==> src/rtl/bcl_pkg.sv <==
package bcl_pkg;

    // ==========================================================
    // Configuration image layout
    localparam logic [7:0] SIG0_ADDR     = 8'h00;
    localparam logic [7:0] SIG1_ADDR     = 8'h01;
    localparam logic [7:0] APM_ADDR      = 8'h02;
    localparam logic [7:0] RSVD_ADDR     = 8'h03;
    localparam logic [7:0] VCS_ADDR      = 8'h04;
    localparam logic [7:0] OPT_ADDR      = 8'h05;
    localparam logic [7:0] LAST_ADDR     = 8'h05;
    localparam logic [7:0] SIG0_VALUE    = 8'h53;
    localparam logic [7:0] SIG1_VALUE    = 8'h4b;
    localparam logic [7:0] APM_NONE      = 8'h00;

    // ==========================================================
    // Option byte fields
    localparam int OPT_MODE_PAGE8_BIT    = 5;
    localparam int OPT_POLL_STATUS_BIT   = 4;
    localparam int OPT_BUSY_DELAY_BIT    = 3;
    localparam int OPT_SHORT_PKT_BIT     = 2;

    // ==========================================================
    // Built-in defaults
    localparam logic [7:0] DEF_APM       = 8'h00;
    localparam logic [7:0] DEF_VCS       = 8'h24;
    localparam logic [7:0] DEF_OPT       = 8'h07;

    // ==========================================================
    // Memory straps and timing
    localparam logic [2:0] MEM_ADDR_A    = 3'h2;
    localparam logic [2:0] MEM_ADDR_B    = 3'h4;
    localparam int         CLK_MHZ       = 200;
    localparam int         BUSY_DELAY_MS = 120;
    localparam int         BUSY_DELAY_CYC = BUSY_DELAY_MS * 1000 * CLK_MHZ;

    // ==========================================================
    // Types
    typedef enum logic [1:0] {
        ST_REQ  = 2'b00,
        ST_WAIT = 2'b01,
        ST_DONE = 2'b10
    } bcl_state_t;

    typedef struct packed {
        logic       valid;
        logic [7:0] auto_power_mgmt_value;
        logic [7:0] vendor_command_signature;
        logic       mode_page8_en;
        logic       poll_status;
        logic       busy_delay_en;
        logic       short_pkt_before_stall;
    } bcl_cfg_t;

endpackage : bcl_pkg

==> src/rtl/bcl_delay_timer.sv <==
`timescale 1ns/1ps
`default_nettype none
module bcl_delay_timer #(
    parameter int unsigned LIMIT = bcl_pkg::BUSY_DELAY_CYC
) (
    // Clock and reset
    input  wire logic clk,
    input  wire logic rst_n,
    // Control
    input  wire logic start,
    input  wire logic cancel,
    // Status
    output logic      busy
);
    logic [31:0] cnt_r;

    assign busy = (cnt_r != 32'h0);

    always_ff @(posedge clk or negedge rst_n) begin
        if (!rst_n) begin
            cnt_r <= 32'h0;
        end else if (cancel) begin
            cnt_r <= 32'h0;
        end else if (start) begin
            cnt_r <= LIMIT;
        end else if (busy) begin
            cnt_r <= cnt_r - 32'h1;
        end
    end
endmodule : bcl_delay_timer
`default_nettype wire

==> src/rtl/bcl_loader.sv <==
`timescale 1ns/1ps
`default_nettype none
module bcl_loader #(
    parameter int unsigned BUSY_DELAY_CYC = bcl_pkg::BUSY_DELAY_CYC
) (
    // Clock and reset
    input  wire logic             clk,
    input  wire logic             rst_n,
    // Memory read port
    output logic                  mem_rd_req,
    output logic [2:0]            mem_dev_addr,
    output logic [7:0]            mem_byte_addr,
    input  wire logic             mem_rd_ack,
    input  wire logic [7:0]       mem_rd_data,
    input  wire logic             mem_present,
    input  wire logic             mem_strap_alt,
    // Drive initialisation
    input  wire logic             drv_init,
    input  wire logic             drv_is_atapi,
    input  wire logic             drv_apm_supported,
    output logic                  apm_cmd_req,
    output logic [7:0]            apm_cmd_value,
    // Command block decode
    input  wire logic             cb_valid,
    input  wire logic [7:0]       cb_byte0,
    output logic                  cb_is_vendor,
    // Data request check
    input  wire logic             drq_read,
    input  wire logic             len_mismatch,
    input  wire logic             drv_status_valid,
    output logic                  drq_hold,
    // Option outputs
    output bcl_pkg::bcl_cfg_t     cfg,
    output logic                  cfg_done
);
    // ==========================================================
    // Load sequencer
    bcl_pkg::bcl_state_t state_r, state_nxt;
    logic [7:0]          addr_r, addr_nxt;
    logic [7:0]          sig0_r, sig1_r, apm_r, vcs_r, opt_r;
    logic                ack_s1_r, ack_s2_r, ack_prev_r;
    logic                ack_rise;
    logic                last_byte;
    logic                sig_ok;

    assign ack_rise      = ack_s2_r & ~ack_prev_r;
    assign last_byte     = (addr_r == bcl_pkg::LAST_ADDR);
    assign mem_rd_req    = (state_r == bcl_pkg::ST_REQ) & mem_present;
    assign mem_byte_addr = addr_r;
    assign mem_dev_addr  = mem_strap_alt ? bcl_pkg::MEM_ADDR_B : bcl_pkg::MEM_ADDR_A;
    assign cfg_done      = (state_r == bcl_pkg::ST_DONE);
    assign sig_ok        = (sig0_r == bcl_pkg::SIG0_VALUE) &
                           (sig1_r == bcl_pkg::SIG1_VALUE);

    always_comb begin
        state_nxt = state_r;
        addr_nxt  = addr_r;
        case (state_r)
            bcl_pkg::ST_REQ: begin
                if (!mem_present) begin
                    state_nxt = bcl_pkg::ST_DONE;
                end else begin
                    state_nxt = bcl_pkg::ST_WAIT;
                end
            end
            bcl_pkg::ST_WAIT: begin
                if (ack_rise) begin
                    if (last_byte) begin
                        state_nxt = bcl_pkg::ST_DONE;
                    end else begin
                        addr_nxt  = addr_r + 8'h01;
                        state_nxt = bcl_pkg::ST_REQ;
                    end
                end
            end
            bcl_pkg::ST_DONE: begin
                state_nxt = bcl_pkg::ST_DONE;
            end
            default: begin
                state_nxt = bcl_pkg::ST_REQ;
            end
        endcase
    end

    always_ff @(posedge clk or negedge rst_n) begin
        if (!rst_n) begin
            state_r    <= bcl_pkg::ST_REQ;
            addr_r     <= bcl_pkg::SIG0_ADDR;
            ack_s1_r   <= 1'b0;
            ack_s2_r   <= 1'b0;
            ack_prev_r <= 1'b0;
        end else begin
            state_r    <= state_nxt;
            addr_r     <= addr_nxt;
            ack_s1_r   <= mem_rd_ack;
            ack_s2_r   <= ack_s1_r;
            ack_prev_r <= ack_s2_r;
        end
    end

    // ==========================================================
    // Byte capture
    logic [7:0] data_s1_r, data_s2_r;
    logic       cap;

    assign cap = (state_r == bcl_pkg::ST_WAIT) & ack_rise;

    always_ff @(posedge clk or negedge rst_n) begin
        if (!rst_n) begin
            data_s1_r <= 8'h00;
            data_s2_r <= 8'h00;
            sig0_r    <= 8'h00;
            sig1_r    <= 8'h00;
            apm_r     <= bcl_pkg::DEF_APM;
            vcs_r     <= bcl_pkg::DEF_VCS;
            opt_r     <= bcl_pkg::DEF_OPT;
        end else begin
            data_s1_r <= mem_rd_data;
            data_s2_r <= data_s1_r;
            if (cap) begin
                case (addr_r)
                    bcl_pkg::SIG0_ADDR: sig0_r <= data_s2_r;
                    bcl_pkg::SIG1_ADDR: sig1_r <= data_s2_r;
                    bcl_pkg::APM_ADDR:  apm_r  <= data_s2_r;
                    bcl_pkg::VCS_ADDR:  vcs_r  <= data_s2_r;
                    bcl_pkg::OPT_ADDR:  opt_r  <= data_s2_r;
                    default:            sig0_r <= sig0_r;
                endcase
            end
        end
    end

    // ==========================================================
    // Applied configuration
    logic     use_img;
    bcl_pkg::bcl_cfg_t cfg_r;

    assign use_img = cfg_done & sig_ok;

    always_ff @(posedge clk or negedge rst_n) begin
        if (!rst_n) begin
            cfg_r <= '0;
        end else begin
            cfg_r.valid                    <= cfg_done;
            cfg_r.auto_power_mgmt_value    <= use_img ? apm_r : bcl_pkg::DEF_APM;
            cfg_r.vendor_command_signature <= use_img ? vcs_r : bcl_pkg::DEF_VCS;
            cfg_r.mode_page8_en            <= use_img ? opt_r[bcl_pkg::OPT_MODE_PAGE8_BIT]
                                                      : bcl_pkg::DEF_OPT[bcl_pkg::OPT_MODE_PAGE8_BIT];
            cfg_r.poll_status              <= use_img ? opt_r[bcl_pkg::OPT_POLL_STATUS_BIT]
                                                      : bcl_pkg::DEF_OPT[bcl_pkg::OPT_POLL_STATUS_BIT];
            cfg_r.busy_delay_en            <= use_img ? opt_r[bcl_pkg::OPT_BUSY_DELAY_BIT]
                                                      : bcl_pkg::DEF_OPT[bcl_pkg::OPT_BUSY_DELAY_BIT];
            cfg_r.short_pkt_before_stall   <= use_img ? opt_r[bcl_pkg::OPT_SHORT_PKT_BIT]
                                                      : bcl_pkg::DEF_OPT[bcl_pkg::OPT_SHORT_PKT_BIT];
        end
    end

    assign cfg = cfg_r;

    // ==========================================================
    // Power management request
    logic       apm_go;
    logic       apm_req_r;
    logic [7:0] apm_val_r;

    assign apm_go = cfg_r.valid & drv_init & ~drv_is_atapi & drv_apm_supported
                    & (cfg_r.auto_power_mgmt_value != bcl_pkg::APM_NONE);

    always_ff @(posedge clk or negedge rst_n) begin
        if (!rst_n) begin
            apm_req_r <= 1'b0;
            apm_val_r <= 8'h00;
        end else begin
            apm_req_r <= apm_go;
            apm_val_r <= apm_go ? cfg_r.auto_power_mgmt_value : apm_val_r;
        end
    end

    assign apm_cmd_req   = apm_req_r;
    assign apm_cmd_value = apm_val_r;

    // ==========================================================
    // Vendor command decode
    logic vend_r;

    always_ff @(posedge clk or negedge rst_n) begin
        if (!rst_n) begin
            vend_r <= 1'b0;
        end else begin
            vend_r <= cb_valid & cfg_r.valid
                      & (cb_byte0 == cfg_r.vendor_command_signature);
        end
    end

    assign cb_is_vendor = vend_r;

    // ==========================================================
    // Busy bit delay
    logic tmr_busy;
    logic tmr_start;

    assign tmr_start = drq_read & len_mismatch & cfg_r.busy_delay_en & ~tmr_busy;
    assign drq_hold  = tmr_busy & ~drv_status_valid;

    bcl_delay_timer #(
        .LIMIT (BUSY_DELAY_CYC)
    ) u_timer (
        .clk    (clk),
        .rst_n  (rst_n),
        .start  (tmr_start),
        .cancel (drv_status_valid),
        .busy   (tmr_busy)
    );

endmodule : bcl_loader
`default_nettype wire

==> config.mk <==
export PLATFORM = sky130hd
export DESIGN_NAME = bcl_loader
export DESIGN_NICKNAME = d
export VERILOG_FILES = /design/src/rtl/bcl_pkg.sv /design/src/rtl/bcl_delay_timer.sv /design/src/rtl/bcl_loader.sv
export SDC_FILE = /design/constraint.sdc
export NUM_CORES = 1
export LEC_CHECK = 0
export BUFFER_PORTS_ARGS = -buffer_cell sky130_fd_sc_hd__buf_2
export CORE_ASPECT_RATIO = 0.8
export CORE_MARGIN = 4
export CORE_UTILIZATION = 48
export CTS_CLUSTER_DIAMETER = 80
export DETAILED_ROUTE_END_ITERATION = 6
export PLACE_DENSITY_LB_ADDON = 0.1
export SYNTH_ARGS = -nofsm -noshare
export SYNTH_HDL_FRONTEND = slang
export SYNTH_HIERARCHICAL = 1
export SYNTH_SLANG_ARGS = --single-unit
==> constraint.sdc <==
create_clock -name clk -period 6.4 [get_ports clk]
set_input_delay 1.6 -clock clk [delete_from_list [all_inputs] [get_ports clk]]
set_output_delay 1.6 -clock clk [all_outputs]
set_load 0.03 [all_outputs]
After elaboration in Yosys (flattened, before gate mapping)
Cells that the tools add are included.
- logic and storage cells: 80
- output and inout port bits: 45
- register bits after elaboration: 130
- input port bits: 28
- equality and inequality tests: 10
- multiplexer cells: 14
- bitwise operators: 20
- reductions and logical operators: 11
- add/sub/neg operators: 2
- operators with widths (kind ; count):
    32-bit two-way mux ; 3
    32-bit nonzero test ; 1
    32-bit by 1-bit subtractor with 32-bit output (second input constant) ; 1
    8-bit by 3-bit == test with 1-bit output (second input constant) ; 2
    8-bit by 7-bit == test with 1-bit output (second input constant) ; 2
    8-bit two-way mux ; 2
    1-bit AND ; 15
    2-bit AND reduction ; 5
    8-bit by 1-bit adder with 8-bit output (second input constant) ; 1
    8-bit by 1-bit == test with 1-bit output (second input constant) ; 1
    8-bit by 2-bit == test with 1-bit output (second input constant) ; 1
    8-bit == test ; 1
    8-bit zero test ; 1
    8-bit nonzero test ; 1
    2-bit two-way mux ; 3
    2-bit case mux with 3 select lines ; 1
    1-bit inverter ; 5
    1-bit two-way mux ; 4
    3-bit two-way mux ; 1
    3-bit AND reduction ; 1
    3-bit nonzero test ; 1
    2-bit by 1-bit == test with 1-bit output (second input constant) ; 1
    2-bit == test (second input constant) ; 1
    2-bit zero test ; 1
    2-bit != test (second input constant) ; 1

Logic depth before layout (Yosys ltp)
Gate-level depths: netlist of run 1.
- word-level depth: 5
- gate-level depth with buffers: 13
- depth with buffers taken out: 11

Cells and area by module
Netlist of run 1, hierarchy kept.
- modules (own cells, without submodules) (module ; cells each ; seq. area each (µm²) ; area an instance (µm²) ; instances):
    bcl_loader ; 258 ; 2406.1 ; 3674.8 ; 1
    bcl_delay_timer ; 192 ; 800.8 ; 1776.7 ; 1

Worst setup path after synthesis of run 1
No wires, ideal clock.
- kind: input to output
- start point: in mem_present
- end point: out mem_rd_req
- setup slack: 2606 ps
- stages on the path: 2
- arrival: 2194 ps
- path buffers: 0
- data required time: 4800 ps
- path through: nor2b_1 -> nor2b_1
- cells in the longest elaborated chain, start to end: 1
- RTL lines (item ; RTL line ; text):
    start: declaration ; bcl_loader.sv:15 ; input wire logic mem_present,
    1-bit AND ; bcl_loader.sv:48 ; assign mem_rd_req = (state_r == bcl_pkg::ST_REQ) & mem_present;
    end: declaration ; bcl_loader.sv:10 ; output logic mem_rd_req,
Every way passes these cells.

Worst setup path in the final report of run 1
- start point: reg u_timer.cnt_r[0]
- end point: out drq_hold
- cells in the longest elaborated chain, start to end: 2
- RTL lines (item ; RTL line ; text):
    start: declaration ; bcl_delay_timer.sv:15 ; logic [31:0] cnt_r;
    start signal: assignment ; bcl_delay_timer.sv:27 ; cnt_r <= cnt_r - 32'h1;
    32-bit nonzero test ; bcl_delay_timer.sv:17 ; assign busy = (cnt_r != 32'h0);
    named net tmr_busy ; bcl_loader.sv:199 ; logic tmr_busy;
    1-bit AND ; bcl_loader.sv:203 ; assign drq_hold = tmr_busy & ~drv_status_valid;
    end: declaration ; bcl_loader.sv:31 ; output logic drq_hold,
The timed path passes the listed nets, and every way through them passes these cells.

==> flow_summary.json, run 1 <==
{
  "hold_path_class": "reg2reg",
  "slowest_stage": "or3b_2",
  "portBuffers": 71,
  "syn_nets": 483,
  "vdd_drop_max_mv": 0.226,
  "num_vias": 3792,
  "worst_ep_required_time_ns": 4.80,
  "path_cells": "inv_1 > ha_1 > or3b_2 > nor3_1 > nand2_1 > nand4b_1 > nor2b_1 > buf_2",
  "relSlewSlack_pct": 27.3,
  "final_antenna_net_count": 0,
  "grt_setup_unrepaired": "no",
  "cpLargestDelayFamily": "simple AND/OR/NAND/NOR gates",
  "grt_overflow": 0,
  "drtIter0Drc": 196,
  "die_h_um": 103,
  "async_flop_share_pct": 100,
  "cts_tree": "yes",
  "root_buffer": "clkbuf_16",
  "synth_edf_count": 0,
  "cts_setup_buffers": 0,
  "area_growth_syn_to_layout_pct": 19.1,
  "cellPowerDensity_mw_per_mm2": 422,
  "clkTransAtPathRegs_ns": 0.06,
  "insertedDiodeCount": 0,
  "ys.flop_type": "dfrtp_1",
  "globalplace.congestion": 0.821,
  "finalClockSkew_ns": 0.0119,
  "row_count": 34,
  "postSynthCellCount": 450,
  "critPathBufInv": 2,
  "setup_viol": 0,
  "cts_buffer_depth": 2,
  "synth_top_area_share_pct": 57.4,
  "final_common_cell": "dfrtp_1",
  "dp_worst_setup_slack_ns": 2.55,
  "syn_area_mm2": 0.00545,
  "first_global_vias": 3763,
  "maxSlewViolCount": 0,
  "synth.avg_cell_area_um2": 12.1,
  "wl_per_cell_um": 17.0,
  "yosysTopAreaCell": "dfrtp_1",
  "utilization_pct": 59.2,
  "drc_errors": 0,
  "coreArea_mm2": 0.0110,
  "setup_ws_ns": 2.09,
  "synth.ff_latch_count": 128,
  "synthDistinctLibCells": 54,
  "final_cell_mix": "dfrtp_1, buf_2, mux2_2",
  "viasPerCell": 5.57,
  "hold_buffers": 0,
  "io_pins": 73,
  "grt_usage_pct": 18.7,
  "cts.sinks": 128,
  "maxCapViolations": 0,
  "synth_warnings": 6,
  "drt-pass1-iter-count": 4,
  "initial_core_util_pct": 49.7,
  "max_stage_delay_ns": 0.52,
  "hold_viol": 0,
  "die-area_mm2": 0.0131,
  "die_x_um": 127,
  "min_period_ns": 4.31,
  "grt_first_pass_wirelength_mm": 19.3,
  "endpoint_kind": "output port",
  "synthTopCellsByArea": "dfrtp_1, mux2_2, xnor2_1, nor3_1, or4_1",
  "fin_crit_sh_pct": 67.3,
  "htreeDepth": 4,
  "cp_data_arrival_time_ns": 2.71,
  "setup_tns_ns": 0,
  "cts_buffers": 17,
  "crit_type": "reg2out",
  "wl_mm": 11.6,
  "clkLatencyLatePin_ns": 0.41,
  "path_max_fanout": 6,
  "fmax_ghz": 0.232,
  "nNetsFinal": 557,
  "outcome": "finished, final reports clean",
  "cp-start-kind": "register",
  "cts-resized-gates": 0,
  "grt_max_degree": 73,
  "drive_gt1_share_pct": 30.2,
  "place_hpwl_mm": 7.87,
  "cellLeakagePower_uw": 0.00306,
  "synth-seq-area-share_pct": 58.8,
  "tightest_slew_ns": 1.09,
  "antenna_found_initial": 0
}
==> flip-flops by register name (all words and copies together), names as in the netlist <==
name and flops:
sig1_r 8, vcs_r 8, ack_s1_r 1, cb_is_vendor 1, data_s2_r 8, ack_prev_r 1, u_timer/cnt_r 32, apm_cmd_req 1
state_r 2, opt_r 4, cfg 21, mem_byte_addr 8, apm_cmd_value 8, sig0_r 8, data_s1_r 8, apm_r 8
ack_s2_r 1
==> power by group <==
part           internal (µW)  switching (µW)  leakage (µW)
Combinational            286             503       0.00110
Sequential               929             114       0.00169
Clock                    555             353      0.000269
==> kinds of logic (layout without fill, tap and decap cells) <==
logic type                 after synthesis  after routing  share of synthesized area [%]
buffers and inverters                   44            131                           3.26
AOI/OAI and AO/OA                       51             51                           6.13
adders and majority gates                5              5                           1.15
muxes                                   47             47                           9.69
xor gates and xnor gates                22             22                           3.53
DFF                                    128            128                           58.8
other                                    1              1                         0.0688
and+or+nand+nor                        152            152                           17.4
==> metal layers <==
metal  up-vias  GRT usage (%)  share of wire (%)
met3        12           6.98                7.0
li1       1789              -                  -
met5         -              0                  0
met1      1870           27.0                 49
met2       121           27.1                 43
met4         0           4.78               0.91
==> synthesized netlist by cell type, drive strengths merged, types with 4 or more instances <==
cell type / count
o21ai: 10
clkbuf: 12
mux2: 46
o31ai: 7
o211ai: 6
nor4: 11
or4: 16
nand4b: 4
a21oi: 16
nand2: 12
ha: 5
nor2: 17
or3: 16
dfrtp: 125
buf: 5
xnor2: 19
nand4: 10
nor3: 27
inv: 27
nand3: 10
nor2b: 7
and4: 4
==> cell type report <==
cell class,count,area [µm²]
flip-flops and latches,128,3210
well taps,144,180
fillers,916,4480
repair buffers,72,365
inverters,27,101
clock inverters,12,110
multi-input cells,278,2070
clock buffers,20,457
==> through the flow <==
stage | hold WS [ns] | instance area, µm² | power (µW) | std cells
4_1_cts | 0.348 | 6490 | 2750 | 681
5_1_grt | 0.362 | 6490 | 2900 | 681
2_1_floorplan | 0.331 | 5450 | 1610 | 450
3_5_place_dp | 0.335 | 5930 | 1820 | 649
3_3_place_gp | 0.331 | 5930 | 1790 | 649
6_report | 0.346 | 6490 | 2740 | 681
==> path summary, 6_finish.rpt <==
check                            startpoint           endpoint  slack [ns]  cells after the start
setup / recovery           u_timer/cnt_r[0]           drq_hold        2.09                      8
hold / removal                 data_s1_r[0]       data_s2_r[0]        0.35                      0
setup reg to reg           u_timer/cnt_r[0]  u_timer/cnt_r[29]        2.77                     11
hold reg to reg                data_s1_r[0]       data_s2_r[0]        0.35                      0
max in group asynchronous             rst_n          sig0_r[5]        3.83                      2
min in group asynchronous             rst_n  u_timer/cnt_r[14]        1.31                      1
Note: power is estimated with default switching activity, not from simulation.
==> inputs of run 2 (changes only) <==
--- a/config.mk
+++ b/config.mk
@@ -5,6 +5,7 @@
 export SDC_FILE = /design/constraint.sdc
 export NUM_CORES = 1
 export LEC_CHECK = 0
+export ABC_AREA = 1
 export BUFFER_PORTS_ARGS = -buffer_cell sky130_fd_sc_hd__buf_2
 export CORE_ASPECT_RATIO = 0.8
 export CORE_MARGIN = 4
==> constraint.sdc (replaced) <==
create_clock -name clk -period 4.2 [get_ports clk]
set_input_delay 1.05 -clock clk [delete_from_list [all_inputs] [get_ports clk]]
set_output_delay 1.05 -clock clk [all_outputs]
set_load 0.03 [all_outputs]
==> flow_summary.json, run 2 <==
{
  "outcome": "finished, final reports clean",
  "r2r_start": "u_timer/cnt_r[0]",
  "cts_setup_buffers": 0,
  "final_antenna_net_count": 0,
  "place_hpwl_mm": 10.4,
  "area_growth_syn_to_layout_pct": 16.9,
  "hold_slack_ns": 0.345,
  "worst_ep_required_time_ns": 3.15,
  "globalplace.congestion": 0.937,
  "root_buffer": "clkbuf_16",
  "max_stage_delay_ns": 0.37,
  "tightest_slew_ns": 0.872,
  "fmax_ghz": 0.319,
  "clkTransAtPathRegs_ns": 0.05,
  "cts-resized-gates": 0,
  "ys.flop_type": "dfrtp_1",
  "grt_setup_unrepaired": "no",
  "cp_data_arrival_time_ns": 2.08,
  "cellLeakagePower_uw": 0.00392,
  "coreArea_mm2": 0.0129,
  "cts_buffers": 17,
  "viasPerCell": 4.98,
  "maxSlewViolCount": 0,
  "row_count": 37,
  "initial_core_util_pct": 49.0,
  "clkLatencyLatePin_ns": 0.42,
  "largest_reg_flops": 32,
  "pwr-share-seq_pct": 31.9,
  "placed_area_mm2": 0.00676,
  "nNetsFinal": 878,
  "antenna_found_initial": 0,
  "synth_warnings": 6,
  "die_x_um": 136,
  "path_max_fanout": 8,
  "synthTopCellsByArea": "dfrtp_1, nand2_1, nor2_1, nand3_1, inv_1",
  "drc_errors": 0,
  "drtIter0Drc": 381,
  "crit_type": "reg2out",
  "power_frac_clock_pct": 29.0,
  "yosysTopAreaCell": "dfrtp_1",
  "synth_common_cells": "nand2_1, dfrtp_1, nor2_1",
  "hold_viol": 0,
  "syn_area_mm2": 0.00630,
  "first_global_vias": 4800,
  "cts_tree": "yes",
  "endpoint_kind": "output port",
  "swShare_pct": 41.1,
  "io_pins": 73,
  "switching_power_uw": 2150,
  "synth.avg_cell_area_um2": 8.23,
  "path_cells": "inv_1 > ha_1 > nand2_4 > nor2_8 > nand2_2 > nor2_4 > inv_2 > inv_1 > nor2_1 > buf_2",
  "final_common_cell": "nand2_1",
  "p_int_uw": 3080,
  "portBuffers": 71,
  "drt-pass1-iter-count": 5,
  "final_cell_mix": "nand2_1, dfrtp_1, nor2_1",
  "maxCapViolations": 0,
  "synth_edf_count": 0,
  "r2r_cells": 13,
  "regToRegEndpoint": "u_timer/cnt_r[5]",
  "insertedDiodeCount": 0,
  "htreeDepth": 4,
  "top_register": "u_timer/cnt_r",
  "postSynthCellCount": 766,
  "fin_crit_sh_pct": 74.6,
  "cellPowerDensity_mw_per_mm2": 710,
  "grt_first_pass_wirelength_mm": 23.9,
  "num_vias": 5138,
  "yosysMostFrequentCell": "nand2_1",
  "cpMostUsedCell": "inv_1",
  "fin_area_mm2": 0.00737,
  "hold_path_class": "reg2reg",
  "power_frac_comb_pct": 39.1,
  "grt_max_degree": 68,
  "hold_buffers": 0,
  "synthDistinctLibCells": 40,
  "die-area_mm2": 0.0150,
  "synth.ff_latch_count": 128,
  "async_flop_share_pct": 100,
  "cp-start-kind": "register",
  "slowest_stage": "dfrtp_1",
  "wl_mm": 14.4,
  "cts.sinks": 128,
  "drive_gt1_share_pct": 19.1,
  "grt_overflow": 0,
  "cts_buffer_depth": 2,
  "synth-seq-area-share_pct": 50.9,
  "crit_path_start": "u_timer/cnt_r[0]",
  "finalClockSkew_ns": 0.00868,
  "synth_top_area_share_pct": 49.6,
  "die_h_um": 110,
  "relSlewSlack_pct": 41.9,
  "vdd_drop_max_mv": 0.349,
  "worstSetupEndpoint": "drq_hold",
  "setup_tns_ns": 0,
  "syn_nets": 799,
  "wl_per_cell_um": 14.0,
  "setup_viol": 0,
  "grt_usage_pct": 20.1,
  "ff2ff_setup_slack_ns": 1.31,
  "design_power_total_uw": 5230,
  "min_period_ns": 3.13
}
## run 2: power groups by stage
| stage | clock network [µW] | registers, µW | logic, µW |
|---|---|---|---|
| global route | 1620 | 1700 | 2290 |
| global placement | 0 | 1680 | 1970 |
| detailed placement | 0 | 1680 | 2000 |
| floorplan | 0 | 1660 | 1520 |
| finish | 1520 | 1670 | 2040 |
| CTS | 1560 | 1670 | 2010 |
## run 2: layout make-up
type	instances	area, µm²
Multi-Input combinational cell	540	2620
Timing Repair Buffer	72	378
Inverter	86	333
Fill cell	1202	5500
Clock inverter	11	164
Clock buffer	20	447
Tap cell	175	219
Sequential cell	128	3210
## run 2: kinds of logic after synthesis
kind of cell	after synthesis	synth area share (%)
AND/OR/NAND/NOR	502	37.2
AO/OA/AOI/OAI	26	2.52
other	1	0.0595
adder cells (fa/ha/maj)	5	0.993
buffers and inverters	98	7.54
XOR/XNOR	6	0.834
flip-flops	128	50.9
## run 2: worst min path at each step
stage,endpoint,slack [ns],depth (start not counted),startpoint
finish,ack_s2_r,0.35,0,ack_s1_r
global route,ack_s2_r,0.35,0,ack_s1_r
CTS,data_s2_r[7],0.35,0,data_s1_r[7]
detailed placement,data_s2_r[7],0.33,0,data_s1_r[7]
global placement,data_s2_r[7],0.33,0,data_s1_r[7]
floorplan,ack_s2_r,0.33,0,ack_s1_r
## run 2: worst max-delay path: cells and delay by family (launching register included)
kind | cells | cell delay (ns)
buffers and inverters | 4 | 0.41
flip-flops | 1 | 0.37
adder cells (fa/ha/maj) | 1 | 0.29
AND/OR/NAND/NOR | 5 | 0.58
## run 2: per-stage QoR
stage | utilization, % | setup slack (ns) | std cells
4_1_cts | 57.2 | 1.03 | 1032
2_1_floorplan | - | 1.65 | 766
3_5_place_dp | 52.5 | 1.37 | 1001
5_1_grt | 57.2 | 0.903 | 1032
6_report | 57.2 | 1.07 | 1032
3_3_place_gp | 52.5 | 1.52 | 1001
## run 2: per-layer routing
metal,track usage [%],vias up,part of all wire [%]
met5,0,-,0
met4,6.04,0,1.0
met3,6.28,15,8.6
met2,27.1,166,41
met1,30.8,2405,49
li1,-,2552,-
